`src/hdl/mepb_pkg.sv`:
```
// Package: address map, defaults and detector states of the parameter bank
package mepb_pkg;
  localparam int DATA_W = 8;
  localparam int ADDR_W = 12;
  localparam int RAM_DEPTH = 20;
  localparam int RAM_IDX_W = 5;

  // Saved gyroscope offset, upper three bytes of the 96-bit field
  localparam logic [11:0] GYRO_OFS_B9 = 12'h5d5;
  localparam logic [11:0] GYRO_OFS_B10 = 12'h5d6;
  localparam logic [11:0] GYRO_OFS_B11 = 12'h5d7;
  // Saved accelerometer offset, least significant byte first
  localparam logic [11:0] ACCEL_OFS_B0 = 12'h66c;
  localparam int ACCEL_OFS_BYTES = 12;
  localparam logic [11:0] ACCEL_QUALITY = 12'h6b5;
  localparam logic [11:0] FUSION_INIT_FLAG = 12'h6b6;
  localparam logic [11:0] TREE_THRESHOLD_LO = 12'h744;
  localparam logic [11:0] TREE_THRESHOLD_HI = 12'h745;
  localparam logic [11:0] TREE_FEATURE_INDEX = 12'h7c2;
  localparam logic [11:0] TREE_RIGHT_CHILD = 12'h801;
  localparam logic [11:0] TREE_THRESHOLD_SHIFT = 12'h840;
  localparam logic [11:0] CONFIRM_COUNT_B0 = 12'h960;

  // Locations kept in the byte memory, in memory index order
  localparam logic [11:0] RAM_ADDR [RAM_DEPTH] = '{
    GYRO_OFS_B9, GYRO_OFS_B10, GYRO_OFS_B11,
    12'h66c, 12'h66d, 12'h66e, 12'h66f, 12'h670, 12'h671,
    12'h672, 12'h673, 12'h674, 12'h675, 12'h676, 12'h677,
    TREE_THRESHOLD_LO, TREE_THRESHOLD_HI, TREE_FEATURE_INDEX,
    TREE_RIGHT_CHILD, TREE_THRESHOLD_SHIFT
  };

  // Reset defaults, limits and set values of the steering bytes, and the value read at unmapped addresses
  localparam logic [7:0] ACCEL_QUALITY_RST = 8'h00;
  localparam logic [7:0] ACCEL_QUALITY_MAX = 8'h03;
  localparam logic [7:0] FUSION_INIT_RST = 8'h00;
  localparam logic [7:0] FUSION_INIT_DONE = 8'h01;
  localparam logic [7:0] CONFIRM_COUNT_RST = 8'h01;
  localparam logic [7:0] CONFIRM_COUNT_MAX = 8'h03;
  localparam logic [7:0] READ_UNMAPPED = 8'h00;

  typedef enum logic [1:0] {
    VOICE_QUIET  = 2'b01,
    VOICE_ACTIVE = 2'b10
  } mepb_voice_e;
endpackage

```
`src/hdl/mepb_byte_ram.sv`:
```
// Byte memory with one host read/write port and one engine read port
`timescale 1ns/10ps
module mepb_byte_ram #(
  parameter int DATA_W = 8,
  parameter int DEPTH = 20,
  parameter int IDX_W = 5
) (
  input wire logic clk, // System clock
  input wire logic a_we, // Host write strobe
  input wire logic a_re, // Host read strobe
  input wire logic [IDX_W-1:0] a_idx, // Host location index
  input wire logic [DATA_W-1:0] a_wdata, // Host write data
  output logic [DATA_W-1:0] a_rdata, // Host read data, registered
  input wire logic b_re, // Engine read strobe
  input wire logic [IDX_W-1:0] b_idx, // Engine location index
  output logic [DATA_W-1:0] b_rdata // Engine read data, registered
);
  // No reset: contents stay arbitrary until software loads them
  logic [DATA_W-1:0] mem [DEPTH];

  always_ff @(posedge clk) begin
    if (a_we) begin
      mem[a_idx] <= a_wdata;
    end
  end

  always_ff @(posedge clk) begin
    if (a_re) begin
      a_rdata <= mem[a_idx];
    end
  end

  always_ff @(posedge clk) begin
    if (b_re) begin
      b_rdata <= mem[b_idx];
    end
  end
endmodule

```
`src/hdl/mepb_param_bank.sv`:
```
// Motion engine parameter bank with voice vibration confirmation logic
`timescale 1ns/10ps
// Operation
// Every bank location is one byte, bits 7 to 0, readable and writable by the host.
// Bank contents are not initialised by reset; the host runs the init procedure first. Here the three steering bytes reset to their defaults.
// The saved gyro offset is three signed q12 words; its top three bytes live here.
// The saved accelerometer offset is three signed q16 words, default zero.
// Multi-byte fields sit least significant byte first, accel offset at 0x66c to 0x677.
// Accelerometer quality runs from 0 (uncalibrated) to 3 (well calibrated), default 0.
// The motion processor writes 1 to the fusion init flag when fusion init completes.
// The host loads the voice decision tree members with the maker's model before use.
// An event needs this many further consecutive positive decisions, 0 to 3, default 1.
// Suggested confirm counts are 0 or 1 for keyword spotting, 1 or 2 for transparency.
// After an event, this many further negatives return the detection state to 0.
module mepb_param_bank #(
  parameter int DATA_W = mepb_pkg::DATA_W,
  parameter int ADDR_W = mepb_pkg::ADDR_W,
  parameter int DEPTH = mepb_pkg::RAM_DEPTH,
  parameter int IDX_W = mepb_pkg::RAM_IDX_W
) (
  input wire logic clk, // System clock, 100 MHz
  input wire logic sys_rst, // Synchronous reset, active high
  input wire logic host_wr, // Host write strobe
  input wire logic host_rd, // Host read strobe
  input wire logic [ADDR_W-1:0] host_addr, // Host byte address
  input wire logic [DATA_W-1:0] host_wdata, // Host write data
  output logic [DATA_W-1:0] host_rdata, // Host read data
  output logic host_rvalid, // Host read data valid pulse
  input wire logic eng_rd, // Engine read strobe
  input wire logic [ADDR_W-1:0] eng_addr, // Engine byte address
  output logic [DATA_W-1:0] eng_rdata, // Engine read data
  output logic eng_rvalid, // Engine read data valid pulse
  input wire logic eng_init_done, // Engine pulse: fusion init complete
  output logic fusion_ready, // Init flag currently reads 1
  output logic [1:0] accel_quality, // Accelerometer quality, clamped
  input wire logic vote_valid, // Tree decision strobe
  input wire logic vote_positive, // Tree decision: voice present
  input wire logic [DATA_W-1:0] release_count, // Extra negatives before release
  output logic voice_event, // Event interrupt pulse
  output logic voice_state // Detection state level
);
  logic [DEPTH-1:0] host_sel;
  logic [DEPTH-1:0] eng_sel;
  logic [IDX_W-1:0] host_idx;
  logic [IDX_W-1:0] eng_idx;
  logic host_ram_hit;
  logic eng_ram_hit;
  logic host_rd_go;
  logic host_wr_go;
  logic ram_we;
  logic ram_a_re;
  logic ram_b_re;
  logic [DATA_W-1:0] ram_a_rdata;
  logic [DATA_W-1:0] ram_b_rdata;
  logic [DATA_W-1:0] quality_byte;
  logic [DATA_W-1:0] init_byte;
  logic [DATA_W-1:0] confirm_byte;
  logic [DATA_W-1:0] host_flop_val;
  logic [DATA_W-1:0] eng_flop_val;
  logic [DATA_W-1:0] host_flop_q;
  logic [DATA_W-1:0] eng_flop_q;
  logic host_from_ram;
  logic eng_from_ram;
  logic [1:0] confirm_eff;
  logic [1:0] pos_cnt;
  logic [DATA_W-1:0] neg_cnt;
  mepb_pkg::mepb_voice_e voice_st;
  mepb_pkg::mepb_voice_e next_voice_st;

  // Address decode against the memory-held locations
  genvar gi;
  generate
    for (gi = 0; gi < DEPTH; gi++) begin : g_dec
      assign host_sel[gi] = (host_addr == mepb_pkg::RAM_ADDR[gi]);
      assign eng_sel[gi] = (eng_addr == mepb_pkg::RAM_ADDR[gi]);
    end
  endgenerate

  always_comb begin
    host_idx = '0;
    eng_idx = '0;
    for (int i = 0; i < DEPTH; i++) begin
      if (host_sel[i]) begin
        host_idx = IDX_W'(i);
      end
      if (eng_sel[i]) begin
        eng_idx = IDX_W'(i);
      end
    end
  end

  assign host_ram_hit = |host_sel;
  assign eng_ram_hit = |eng_sel;
  // A write in the same cycle as a read wins; the read is dropped
  assign host_wr_go = host_wr;
  assign host_rd_go = host_rd && !host_wr;
  assign ram_we = host_wr_go && host_ram_hit;
  assign ram_a_re = host_rd_go && host_ram_hit;
  assign ram_b_re = eng_rd && eng_ram_hit;

  mepb_byte_ram #(
    .DATA_W(DATA_W),
    .DEPTH(DEPTH),
    .IDX_W(IDX_W)
  ) u_ram ( // Bank bytes carry no reset
    .clk(clk),
    .a_we(ram_we),
    .a_re(ram_a_re),
    .a_idx(host_idx),
    .a_wdata(host_wdata),
    .a_rdata(ram_a_rdata),
    .b_re(ram_b_re),
    .b_idx(eng_idx),
    .b_rdata(ram_b_rdata)
  );

  // Steering bytes held in flops; defaults loaded at reset for a sane start
  always_ff @(posedge clk) begin
    if (sys_rst) begin
      quality_byte <= mepb_pkg::ACCEL_QUALITY_RST;
    end else if (host_wr_go && host_addr == mepb_pkg::ACCEL_QUALITY) begin
      quality_byte <= host_wdata;
    end
  end

  // Engine set beats a host write landing in the same cycle
  always_ff @(posedge clk) begin
    if (sys_rst) begin
      init_byte <= mepb_pkg::FUSION_INIT_RST;
    end else if (eng_init_done) begin
      init_byte <= mepb_pkg::FUSION_INIT_DONE;
    end else if (host_wr_go && host_addr == mepb_pkg::FUSION_INIT_FLAG) begin
      init_byte <= host_wdata;
    end
  end

  always_ff @(posedge clk) begin
    if (sys_rst) begin
      confirm_byte <= mepb_pkg::CONFIRM_COUNT_RST;
    end else if (host_wr_go && host_addr == mepb_pkg::CONFIRM_COUNT_B0) begin
      confirm_byte <= host_wdata;
    end
  end

  assign fusion_ready = (init_byte == mepb_pkg::FUSION_INIT_DONE);

  // Values beyond the legal range saturate rather than wrap
  always_comb begin
    if (quality_byte > mepb_pkg::ACCEL_QUALITY_MAX) begin
      accel_quality = 2'h3;
    end else begin
      accel_quality = quality_byte[1:0];
    end
  end

  // Raw byte still reads back as written; only its effect saturates
  always_comb begin
    if (confirm_byte > mepb_pkg::CONFIRM_COUNT_MAX) begin
      confirm_eff = 2'h3;
    end else begin
      confirm_eff = confirm_byte[1:0];
    end
  end

  // Flop-held locations; any other address outside the memory reads zero
  always_comb begin
    unique case (host_addr)
      mepb_pkg::ACCEL_QUALITY: host_flop_val = quality_byte;
      mepb_pkg::FUSION_INIT_FLAG: host_flop_val = init_byte;
      mepb_pkg::CONFIRM_COUNT_B0: host_flop_val = confirm_byte;
      default: host_flop_val = mepb_pkg::READ_UNMAPPED;
    endcase
  end

  always_comb begin
    unique case (eng_addr)
      mepb_pkg::ACCEL_QUALITY: eng_flop_val = quality_byte;
      mepb_pkg::FUSION_INIT_FLAG: eng_flop_val = init_byte;
      mepb_pkg::CONFIRM_COUNT_B0: eng_flop_val = confirm_byte;
      default: eng_flop_val = mepb_pkg::READ_UNMAPPED;
    endcase
  end

  // Read answers one cycle after the strobe, from whichever store holds it
  always_ff @(posedge clk) begin
    if (sys_rst) begin
      host_rvalid <= 1'b0;
    end else begin
      host_rvalid <= host_rd_go;
    end
  end

  // Source select and flop copy held until the next accepted read
  always_ff @(posedge clk) begin
    if (sys_rst) begin
      host_from_ram <= 1'b0;
      host_flop_q <= '0;
    end else if (host_rd_go) begin
      host_from_ram <= host_ram_hit;
      host_flop_q <= host_flop_val;
    end
  end

  always_ff @(posedge clk) begin
    if (sys_rst) begin
      eng_rvalid <= 1'b0;
    end else begin
      eng_rvalid <= eng_rd;
    end
  end

  always_ff @(posedge clk) begin
    if (sys_rst) begin
      eng_from_ram <= 1'b0;
      eng_flop_q <= '0;
    end else if (eng_rd) begin
      eng_from_ram <= eng_ram_hit;
      eng_flop_q <= eng_flop_val;
    end
  end

  assign host_rdata = host_from_ram ? ram_a_rdata : host_flop_q;
  assign eng_rdata = eng_from_ram ? ram_b_rdata : eng_flop_q;

  // Detector: count positives while quiet, negatives while active
  // Compare with >= so a count lowered mid-run cannot wrap past it
  always_comb begin
    next_voice_st = voice_st;
    if (vote_valid) begin
      unique case (voice_st)
        mepb_pkg::VOICE_QUIET: begin
          if (vote_positive && pos_cnt >= confirm_eff) begin
            next_voice_st = mepb_pkg::VOICE_ACTIVE;
          end
        end
        mepb_pkg::VOICE_ACTIVE: begin
          if (!vote_positive && neg_cnt >= release_count) begin
            next_voice_st = mepb_pkg::VOICE_QUIET;
          end
        end
        default: next_voice_st = mepb_pkg::VOICE_QUIET;
      endcase
    end
  end

  always_ff @(posedge clk) begin
    if (sys_rst) begin
      voice_st <= mepb_pkg::VOICE_QUIET;
    end else begin
      voice_st <= next_voice_st;
    end
  end

  // A negative breaks the run of positives
  always_ff @(posedge clk) begin
    if (sys_rst) begin
      pos_cnt <= 2'h0;
    end else if (vote_valid) begin
      if (!vote_positive || voice_st != mepb_pkg::VOICE_QUIET) begin
        pos_cnt <= 2'h0;
      end else if (pos_cnt >= confirm_eff) begin
        pos_cnt <= 2'h0;
      end else begin
        pos_cnt <= pos_cnt + 2'h1;
      end
    end
  end

  // A positive while active restarts the release run
  always_ff @(posedge clk) begin
    if (sys_rst) begin
      neg_cnt <= '0;
    end else if (vote_valid) begin
      if (vote_positive || voice_st != mepb_pkg::VOICE_ACTIVE) begin
        neg_cnt <= '0;
      end else if (neg_cnt >= release_count) begin
        neg_cnt <= '0;
      end else begin
        neg_cnt <= neg_cnt + 8'h01;
      end
    end
  end

  always_ff @(posedge clk) begin
    if (sys_rst) begin
      voice_event <= 1'b0;
    end else begin
      voice_event <= (voice_st == mepb_pkg::VOICE_QUIET)
                     && (next_voice_st == mepb_pkg::VOICE_ACTIVE);
    end
  end

  // Registered copy of the next state so the pin needs no decode
  always_ff @(posedge clk) begin
    if (sys_rst) begin
      voice_state <= 1'b0;
    end else begin
      voice_state <= (next_voice_st == mepb_pkg::VOICE_ACTIVE);
    end
  end
endmodule

```
`config.mk`:
```
export PLATFORM = sky130hd
export DESIGN_NAME = mepb_param_bank
export DESIGN_NICKNAME = d
export VERILOG_FILES = /design/src/hdl/mepb_pkg.sv /design/src/hdl/mepb_byte_ram.sv /design/src/hdl/mepb_param_bank.sv
export SDC_FILE = /design/constraint.sdc
export NUM_CORES = 1
export LEC_CHECK = 0
export ABC_AREA = 1
export BUFFER_PORTS_ARGS = -buffer_cell sky130_fd_sc_hd__buf_4
export CORE_MARGIN = 3
export CORE_UTILIZATION = 50
export CTS_BUF_LIST = sky130_fd_sc_hd__clkbuf_16
export DETAILED_ROUTE_END_ITERATION = 8
export GPL_ROUTABILITY_DRIVEN = 1
export GPL_TIMING_DRIVEN = 0
export HOLD_SLACK_MARGIN = 0.05
export PLACE_DENSITY = 0.77
export SKIP_CTS_REPAIR_TIMING = 1
export SLEW_MARGIN = 10
export SYNTH_ARGS = -nofsm -noshare
export SYNTH_HDL_FRONTEND = slang
export SYNTH_SLANG_ARGS = --single-unit
```
`constraint.sdc`:
```
create_clock -name clk -period 2.2 [get_ports clk]
set_input_delay 0.11 -clock clk [delete_from_list [all_inputs] [get_ports clk]]
set_output_delay 0.11 -clock clk [all_outputs]
set_load 0.1 [all_outputs]
```
==> results of run 1 <==
cells in the final DEF, fill, tap and decap left out, drive strengths merged, types with 19 or more instances in the layout:
master and instances:
a21oi 69, buf 140, clkbuf 51, dfxtp 58, edfxtp 176, inv 169
nand2 467, nand3 166, nand4 77, nor2 168, nor3 32, o21ai 43
o221ai 19
flip-flops by register name, indices dropped and copies added (netlist names), 8 cells and up:
name and flops:
neg_cnt 8, host_flop_q 8, confirm_byte 8, u_ram.a_rdata 8, quality_byte 8, u_ram.mem 160
u_ram.b_rdata 8, init_byte 8, eng_flop_q 8
cells by family (layout without fill, tap and decap cells):
family	count (synthesis)	after routing	share of synthesized area, %
adders and majority gates	13	13	1.25
AOI/OAI and AO/OA	166	166	7.63
muxes	16	16	1.39
buffers and inverters	239	391	7.92
DFF	234	234	49.7
xor gates and xnor gates	3	3	0.203
and+or+nand+nor	932	932	31.9
routing by layer:
layer	vias up	track usage, %	wire length (um)
met3	90	6.05	5130
met1	5871	43.8	18000
met4	0	8.57	1420
li1	5738	-	-
met2	755	47.1	19300
met5	-	0	0
power groups by stage:
stage	Sequential (uW)	Combinational [uW]	Clock (uW)
3_5_place_dp	4840	418	0
4_1_cts	4750	419	4100
2_1_floorplan	4860	182	0
3_3_place_gp	4840	410	0
5_1_grt	4750	509	4290
6_report	4750	464	4070
metrics by stage:
stage / cell area (um^2) / cells
finish: 15500 / 2085
global route: 15500 / 2085
CTS: 14700 / 2050
detailed placement: 13900 / 2002
global placement: 13900 / 2002
floorplan: 13000 / 1603
worst min-delay path: stages:
cell	delay [ns]
buf_4	0.12
nand2_1	0.09
inv_1	0.12
nand2_1	0.10
a21oi_1	0.06
worst max path at each step:
stage | slack [ns] | cells past startpoint | to
4_1_cts | -0.54 | 14 | u_ram.mem[17][2]
3_3_place_gp | -1.04 | 14 | u_ram.mem[17][6]
3_5_place_dp | -1.11 | 14 | u_ram.mem[17][4]
5_1_grt | -0.16 | 19 | u_ram.b_rdata[4]
6_report | -0.06 | 15 | u_ram.b_rdata[4]
2_1_floorplan | 0.06 | 13 | u_ram.mem[2][0]
area by class of cell:
cell class	count	area [um^2]	area share (%)
buffer	74	459	2.96
clock buffer	26	651	4.19
clock inverter	22	144	0.927
inverter	165	619	3.99
multi-input combinational	1130	5890	38.0
sequential	234	6450	41.5
tap	330	413	2.66
timing repair buffer	104	901	5.80
==> flow_metrics.env, run 1 <==
export IMPL_worst_setup_path_end_kind="flip-flop"
export IMPL_dieWidth_um=167
export IMPL_rsz0062_at_grt="yes"
export IMPL_clock_fmax_ghz=0.442
export IMPL_cts_root_buf="clkbuf_16"
export IMPL_cp_arrival_ns=2.56
export IMPL_relSlewSlack_pct=40.5
export IMPL_synth_flop_cell="edfxtp_1"
export IMPL_cts_sinks=234
export IMPL_yosysTopAreaCellShare_pct=40.8
export IMPL_clkTransAtPathRegs_ns=0.06
export IMPL_grt_max_degree=24
export IMPL_p_seq_share_pct=51.2
export IMPL_r2r_worst_path_cells=12
export IMPL_fin_crit_ns=2.26
export IMPL_path_buf_inv=4
export IMPL_die_h_um=167
export IMPL_worst_slew_pin_transition_ns=0.891
export IMPL_grt_usage_pct=30.4
export IMPL_async_flop_share_pct=0
export IMPL_syn2layout_area_growth_pct=19.8
export IMPL_path_max_fanout=10
export IMPL_synthTopCellsByCount="nand2_1 (465), edfxtp_1 (176), nand3_1 (163)"
export IMPL_min_to="host_flop_q[2]"
export IMPL_dp_hpwl_mm=31.4
export IMPL_slowest_delay_ns=0.32
export IMPL_coreArea_um2=25300
export IMPL_place_congestion=0.977
export IMPL_die_area_um2=27900
export IMPL_min_path_cells=5
export IMPL_grt_overflow=0
export IMPL_antenna_found_initial=0
export IMPL_nets=1796
export IMPL_first_pass_iters=8
export IMPL_fin_hold_ws_ns=0.0959
export IMPL_synth_area_top_cells="edfxtp_1 (41%), nand2_1 (13%), dfxtp_1 (9.0%), nand3_1 (6.3%), nor2_1 (4.6%)"
export IMPL_cts_tree="built"
export IMPL_cts_buffers=26
export IMPL_setup_violations=3
export IMPL_status="complete, but fails checks"
export IMPL_p_int_uw=7160
export IMPL_slew_viol_final=0
export IMPL_routedWlPerCell_um=21.1
export IMPL_wl_mm=43.9
export IMPL_hold_viol_final=0
export IMPL_period_share_pct=103
export IMPL_violations="setup timing"
export IMPL_grt_first_pass_wirelength_mm=66.5
export IMPL_antenna_left=0
export IMPL_clk_latency_ns=0.55
export IMPL_routed_via_density=5.97
export IMPL_hp_class="primary input to flip-flop"
export IMPL_synth_distinct_cells=49
export IMPL_vias=12500
export IMPL_yosysSeqAreaShare_pct=49.7
export IMPL_cpMostUsedCell="nand2_1"
export IMPL_start_util_pct=51.2
export IMPL_synth_top_area_cell="edfxtp_1"
export IMPL_synth_cells=1603
export IMPL_clock_skew_ns=0.0207
export IMPL_startpoint="eng_addr[3]"
export IMPL_worstPathCellList="buf_4, nor2_2, inv_1, nor2_1, nand3_1, clkbuf_2, buf_1, nand4_1, nand3_1, nand2_1, nand2_1, nand3_1, nand2_1, nand2_1, nand2_1"
export IMPL_htree_num_levels=1
export IMPL_cts_buffer_depth=3
export IMPL_cap_violations=0
export IMPL_yosysWarnings=0
export IMPL_portBuffers=69
export IMPL_reg2reg_from="confirm_byte[7]"
export IMPL_min_from="host_rd"
export IMPL_ios=71
export IMPL_finalSetupTns_ns=-0.102
export IMPL_comb_power_share_pct=5.0
export IMPL_clkPwrFrac_pct=43.8
export IMPL_ir_worst_vdd_v=0.000627
export IMPL_timing_reg2reg_setup_slack_ns=0.18
export IMPL_placementRows=58
export IMPL_fill_cells=2195
export IMPL_avgSynthCellArea_um2=8.09
export IMPL_path_class="primary input to flip-flop"
export IMPL_cpMaxStageDelayCell="clkbuf_2"
export IMPL_setup_ws_ns=-0.0637
export IMPL_swShare_pct=22.9
export IMPL_synth_most_common_cell="nand2_1"
export IMPL_synth_edff_count=176
export IMPL_drt_iter0_markers=1721
export IMPL_reg2reg_to="voice_event"
export IMPL_synthesis_area_um2=13000
export IMPL_drcViolationCount=0
export IMPL_synth_nets=1664
export IMPL_place_ws_ns=-1.11
export IMPL_start_kind="primary input"
export IMPL_ys_ff_latch=234
export IMPL_switchingPower_uw=2120
export IMPL_antennaDiodeCount=0
export IMPL_drive_above_1_share_pct=17.0
export IMPL_critPathRequiredTime_ns=2.50
export IMPL_critPathTopFamily="simple AND/OR/NAND/NOR gates"
export IMPL_power_uw=9280
export IMPL_power_per_cell_area_nw_per_um2=598
export IMPL_post_route_util_pct=61.3
export IMPL_leakagePower_uw=0.00642
export IMPL_grt_pass1_vias=11500
No activity file was read; power rests on OpenSTA's default activity.
==> inputs of run 2 (changes only) <==
--- a/config.mk
+++ b/config.mk
@@ -7,14 +7,14 @@
 export LEC_CHECK = 0
 export ABC_AREA = 1
 export BUFFER_PORTS_ARGS = -buffer_cell sky130_fd_sc_hd__buf_4
-export CORE_MARGIN = 3
+export CORE_MARGIN = 2
 export CORE_UTILIZATION = 50
 export CTS_BUF_LIST = sky130_fd_sc_hd__clkbuf_16
 export DETAILED_ROUTE_END_ITERATION = 8
 export GPL_ROUTABILITY_DRIVEN = 1
 export GPL_TIMING_DRIVEN = 0
 export HOLD_SLACK_MARGIN = 0.05
-export PLACE_DENSITY = 0.77
+export PLACE_DENSITY_LB_ADDON = 0.2
 export SKIP_CTS_REPAIR_TIMING = 1
 export SLEW_MARGIN = 10
 export SYNTH_ARGS = -nofsm -noshare
==> run 2 against run 1 <==
Compared with the run above:
- utilization up 0.16 points
- routed wire length rose by 0.69%
- total power grew 6.0%
- combinational power rose by 1%
- the run now ends clean
- global-route usage rose by 1.6 points
- final area up 0.26%
- non-clock buffer count fell by 13
==> flow_metrics.env, run 2 (synthesis results as in run 1) <==
export IMPL_worst_slew_pin_transition_ns=0.820
export IMPL_clkPwrFrac_pct=47.0
export IMPL_clkTransAtPathRegs_ns=0.06
export IMPL_nets=1784
export IMPL_switchingPower_uw=2230
export IMPL_die_area_um2=27200
export IMPL_routedWlPerCell_um=21.3
export IMPL_grt_max_degree=24
export IMPL_gr_max_usage_layer="met2"
export IMPL_p_int_uw=7610
export IMPL_cts_tree="built"
export IMPL_grt_pass1_vias=11000
export IMPL_grt_first_pass_wirelength_mm=64.4
export IMPL_rsz0062_at_grt="yes"
export IMPL_syn2layout_area_growth_pct=20.1
export IMPL_slew_viol_final=0
export IMPL_worst_setup_path_end_kind="flip-flop"
export IMPL_coreArea_um2=25300
export IMPL_power_per_cell_area_nw_per_um2=632
export IMPL_fill_cells=2264
export IMPL_critPathRequiredTime_ns=2.43
export IMPL_clock_fmax_ghz=0.475
export IMPL_dp_cells=2002
export IMPL_final_common_cell="nand2_1"
export IMPL_placementRows=58
export IMPL_grt_overflow=0
export IMPL_relSlewSlack_pct=45.3
export IMPL_grt_use_met3_pct=4.92
export IMPL_antenna_left=0
export IMPL_swShare_pct=22.6
export IMPL_fin_cells=2074
export IMPL_antennaDiodeCount=0
export IMPL_start_kind="primary input"
export IMPL_portBuffers=69
export IMPL_leakagePower_uw=0.00644
export IMPL_ir_worst_vdd_v=0.000607
export IMPL_ios=71
export IMPL_cts_buffer_depth=3
export IMPL_clock_skew_ns=0.0116
export IMPL_p_seq_share_pct=48.3
export IMPL_dp_hpwl_mm=31.6
export IMPL_htree_num_levels=1
export IMPL_start_util_pct=51.2
export IMPL_dpl_instance_area_um2=13900
export IMPL_setup_violations=0
export IMPL_period_share_pct=95.7
export IMPL_status="complete, no violations"
export IMPL_comb_power_share_pct=4.8
export IMPL_vias=12200
export IMPL_top_register="u_ram.mem"
export IMPL_dieWidth_um=165
export IMPL_cp_arrival_ns=2.34
export IMPL_power_uw=9840
export IMPL_path_class="primary input to flip-flop"
export IMPL_first_pass_iters=6
export IMPL_cap_violations=0
export IMPL_largest_reg_flops=160
export IMPL_layout_common_cells="nand2_1 (455), edfxtp_1 (176), nand3_1 (158)"
export IMPL_path_max_fanout=8
export IMPL_wl_mm=44.2
export IMPL_die_h_um=165
export IMPL_fin_crit_ns=2.11
export IMPL_use_met1_pct=47.1
export IMPL_drive_above_1_share_pct=17.1
export IMPL_drt_iter0_markers=1647
export IMPL_clk_latency_ns=0.56
export IMPL_place_congestion=0.987
export IMPL_cts_sinks=234
export IMPL_hold_viol_final=0
export IMPL_antenna_found_initial=0
export IMPL_use_met2_pct=48.2
export IMPL_cts_buffers=27
export IMPL_grt_usage_pct=32.0
export IMPL_finalInstanceArea_um2=15600
export IMPL_hp_class="primary input to flip-flop"
export IMPL_cts_root_buf="clkbuf_16"
export IMPL_routed_via_density=5.90
export IMPL_drcViolationCount=0
run 2: power by group through the flow:
| stage | sequential [uW] | clock (uW) | combinational (uW) |
|---|---|---|---|
| after floorplan | 4860 | 0 | 182 |
| after global placement | 4840 | 0 | 409 |
| after detailed placement | 4840 | 0 | 417 |
| after CTS | 4750 | 4660 | 419 |
| after global routing | 4750 | 4850 | 506 |
| final | 4750 | 4620 | 469 |
run 2: routing by layer:
layer	part of all wire, %	up-vias	routed length [um]
li1	-	5703	-
met1	42	5729	18800
met2	44	703	19300
met3	10	95	4610
met4	3.4	0	1490
met5	0	-	0
run 2: worst paths after layout:
path | start | to | slack (ns) | cells after the start
max | host_addr[0] | u_ram.mem[16][1] | 0.09 | 12
min | host_rd | host_flop_q[0] | 0.1 | 5
max reg2reg | neg_cnt[1] | neg_cnt[3] | 0.17 | 10
min reg2reg | host_flop_q[6] | host_flop_q[6] | 0.47 | 2
run 2: area by class of cell:
type	count	area, um^2	area share, %
Clock buffer	27	676	4.34
Inverter	165	623	4.00
Multi-Input combinational cell	1130	5940	38.2
Timing Repair Buffer	91	766	4.92
Tap cell	330	413	2.65
Clock inverter	23	240	1.54
Sequential cell	234	6450	41.4
Buffer	74	462	2.97
run 2: metrics by stage:
| step | util, % | TNS [ns] | hold WS (ns) | setup WS (ns) |
|---|---|---|---|---|
| 6_report | 61.5 | 0 | 0.0961 | 0.0943 |
| 2_1_floorplan | - | 0 | 0.209 | 0.0576 |
| 5_1_grt | 61.5 | -1.09 | 0.108 | -0.0461 |
| 4_1_cts | 58.5 | -58.69 | -0.151 | -0.442 |
| 3_3_place_gp | 54.9 | -165.79 | 0.423 | -1.00 |
| 3_5_place_dp | 54.9 | -166.84 | 0.438 | -0.990 |
run 2: worst max-delay path: stages:
cell and delay (ns):
buf_4 0.12, inv_2 0.06, nand2_1 0.12, nor4_2 0.34, nand2_2 0.15, nand3_1 0.10, inv_1 0.15, nand4_1 0.31
nor3_4 0.12, nor2_4 0.22, nand2_2 0.21, nor2_4 0.31
==> inputs of run 3 (changes only) <==
--- a/config.mk
+++ b/config.mk
@@ -7,8 +7,9 @@
 export LEC_CHECK = 0
 export ABC_AREA = 1
 export BUFFER_PORTS_ARGS = -buffer_cell sky130_fd_sc_hd__buf_4
+export CORE_ASPECT_RATIO = 0.5
 export CORE_MARGIN = 2
-export CORE_UTILIZATION = 50
+export CORE_UTILIZATION = 56
 export CTS_BUF_LIST = sky130_fd_sc_hd__clkbuf_16
 export DETAILED_ROUTE_END_ITERATION = 8
 export GPL_ROUTABILITY_DRIVEN = 1
==> run 3 against run 2 <==
Compared with the run above:
- the flow now finishes with violations (setup timing)
- worst hold slack better by 0.040 ns
- clock power is 19% lower
- cell count is 1.4% lower
- total power is 8.7% lower
- global-route usage is 4.5 points higher
- clock skew is 0.013 ns higher
- first-iteration DRC count is 7.6% higher
- via count is 3.8% higher
- fmax is 5.8% lower
- register-to-register slack worse by 0.08 ns
- clock-buffer cell count is 4 lower
- sequential power hardly changed
- largest cell class unchanged
- highest routed layer is now met5
==> flow_metrics.env, run 3 (synthesis results as in run 1) <==
export IMPL_nets=1784
export IMPL_fin_crit_ns=2.24
export IMPL_antenna_left=0
export IMPL_drive_above_1_share_pct=18.0
export IMPL_cpMostUsedCell="nand2_1"
export IMPL_hold_viol_final=0
export IMPL_cts_buffer_depth=3
export IMPL_dp_hpwl_mm=32.5
export IMPL_hp_class="primary input to flip-flop"
export IMPL_critPathRequiredTime_ns=2.48
export IMPL_fill_cells=1802
export IMPL_grt_max_degree=24
export IMPL_grt_first_pass_wirelength_mm=66.4
export IMPL_layout_common_cells="nand2_1 (446), edfxtp_1 (176), nand3_1 (157)"
export IMPL_placementRows=39
export IMPL_setup_violations=3
export IMPL_path_buf_inv=5
export IMPL_slew_viol_final=0
export IMPL_dp_cells=1979
export IMPL_syn2layout_area_growth_pct=18.9
export IMPL_coreArea_um2=22800
export IMPL_clock_skew_ns=0.0244
export IMPL_top_register="u_ram.mem"
export IMPL_clkTransAtPathRegs_ns=0.07
export IMPL_ios=71
export IMPL_path_max_fanout=10
export IMPL_period_share_pct=102
export IMPL_grt_usage_pct=36.5
export IMPL_drcViolationCount=0
export IMPL_path_class="primary input to flip-flop"
export IMPL_grt_pass1_vias=11500
export IMPL_critPathTopFamily="simple AND/OR/NAND/NOR gates"
export IMPL_place_congestion=1.03
export IMPL_ir_worst_vdd_v=0.000773
export IMPL_slowest_delay_ns=0.22
export IMPL_worstPathCellList="buf_4, inv_1, nand2_1, nor2_4, buf_4, nand3_1, nor2_1, nor2_1, nand3_1, nor2_4, buf_4, buf_4, nand4_1, nand3_1, nand2_1, nand2_1, nand3_1, nand2_1, nand2_1, nand2_1"
export IMPL_timing_reg2reg_setup_slack_ns=0.09
export IMPL_drt_iter0_markers=1772
export IMPL_first_pass_iters=6
export IMPL_wl_mm=45.7
export IMPL_clock_fmax_ghz=0.447
export IMPL_die_h_um=112
export IMPL_clk_latency_ns=0.54
export IMPL_setup_ws_ns=-0.0360
export IMPL_cts_root_buf="clkbuf_16"
export IMPL_routed_via_density=6.20
export IMPL_cts_tree="built"
export IMPL_die_area_um2=24500
export IMPL_power_per_cell_area_nw_per_um2=583
export IMPL_start_kind="primary input"
export IMPL_cap_violations=0
export IMPL_dieWidth_um=219
export IMPL_place_ws_ns=-0.823
export IMPL_largest_reg_flops=160
export IMPL_cts_buffers=23
export IMPL_worst_setup_path_end_kind="flip-flop"
export IMPL_fin_cells=2045
export IMPL_grt_overflow=0
export IMPL_violations="setup timing"
export IMPL_final_common_cell="nand2_1"
export IMPL_vias=12700
export IMPL_start_util_pct=56.9
export IMPL_portBuffers=69
export IMPL_antenna_found_initial=1
export IMPL_antennaDiodeCount=0
export IMPL_cp_arrival_ns=2.52
export IMPL_routedWlPerCell_um=22.3
export IMPL_relSlewSlack_pct=38.3
export IMPL_status="complete, but fails checks"
export IMPL_cts_sinks=234
export IMPL_leakagePower_uw=0.00636
export IMPL_cpMaxStageDelayCell="nor2_4"
export IMPL_worst_slew_pin_transition_ns=0.925
export IMPL_htree_num_levels=1
run 3: cell count changes in the layout (fill, tap and decap cells not counted), moves of 4 or more:
cell,delta
buf_12,-4
buf_2,-5
buf_4,+11
clkbuf_16,-4
inv_1,+6
nand2_1,-9
nand2_2,+10
nor2_1,-9
nor2_2,+5
nor2_4,+4
run 3: worst reg2reg max path, delay by kind of cell, from the launching register on:
kind,cells,cell delay [ns]
adder cells (fa/ha/maj),1,0.28
buffers and inverters,1,0.12
AO/OA/AOI/OAI,4,0.46
flip-flops,1,0.41
AND/OR/NAND/NOR,4,0.79
run 3: final cells by class:
class	count	area [um^2]	share of cell area [%]
repair buffers	95	746	4.84
inverters	165	626	4.06
well taps	307	384	2.49
multi-input cells	1130	6050	39.3
flip-flops and latches	234	6450	41.8
plain buffers	74	480	3.12
clock buffers	23	576	3.73
clock inverters	17	101	0.658
run 3: metrics by stage:
step | hold WS [ns] | TNS, ns | util (%) | total power, uW | cell area, um^2
3_5_place_dp | 0.428 | -134.63 | 60.8 | 5270 | 13900
4_1_cts | -0.110 | -35.05 | 63.8 | 8900 | 14500
6_report | 0.136 | -0.0603 | 67.6 | 8980 | 15400
5_1_grt | 0.161 | -0.281 | 67.6 | 9190 | 15400
3_3_place_gp | 0.423 | -131.20 | 60.8 | 5260 | 13900
2_1_floorplan | 0.209 | 0 | - | 5040 | 13000
run 3: metal layers:
metal / up-vias / GRT usage, % / part of all wire (%)
met5: - / 0 / 0.028
met4: 2 / 8.02 / 2.5
met3: 112 / 9.32 / 13
met2: 964 / 54.8 / 42
met1: 5902 / 53.3 / 42
li1: 5709 / - / -
run 3: path summary, 6_finish.rpt:
| kind | cells past startpoint | endpoint | from |
|---|---|---|---|
| max reg2reg | 10 | neg_cnt[3] | neg_cnt[1] |
| min | 5 | host_flop_q[6] | host_rd |
| min reg2reg | 2 | eng_flop_q[5] | eng_flop_q[5] |
| max | 20 | u_ram.b_rdata[7] | eng_addr[8] |
run 3: where the power goes:
| group | leakage (uW) | internal, uW | switching (uW) |
|---|---|---|---|
| Combinational | 0.00394 | 149 | 354 |
| Clock | 0.000367 | 2010 | 1720 |
| Sequential | 0.00205 | 4740 | 6.76 |
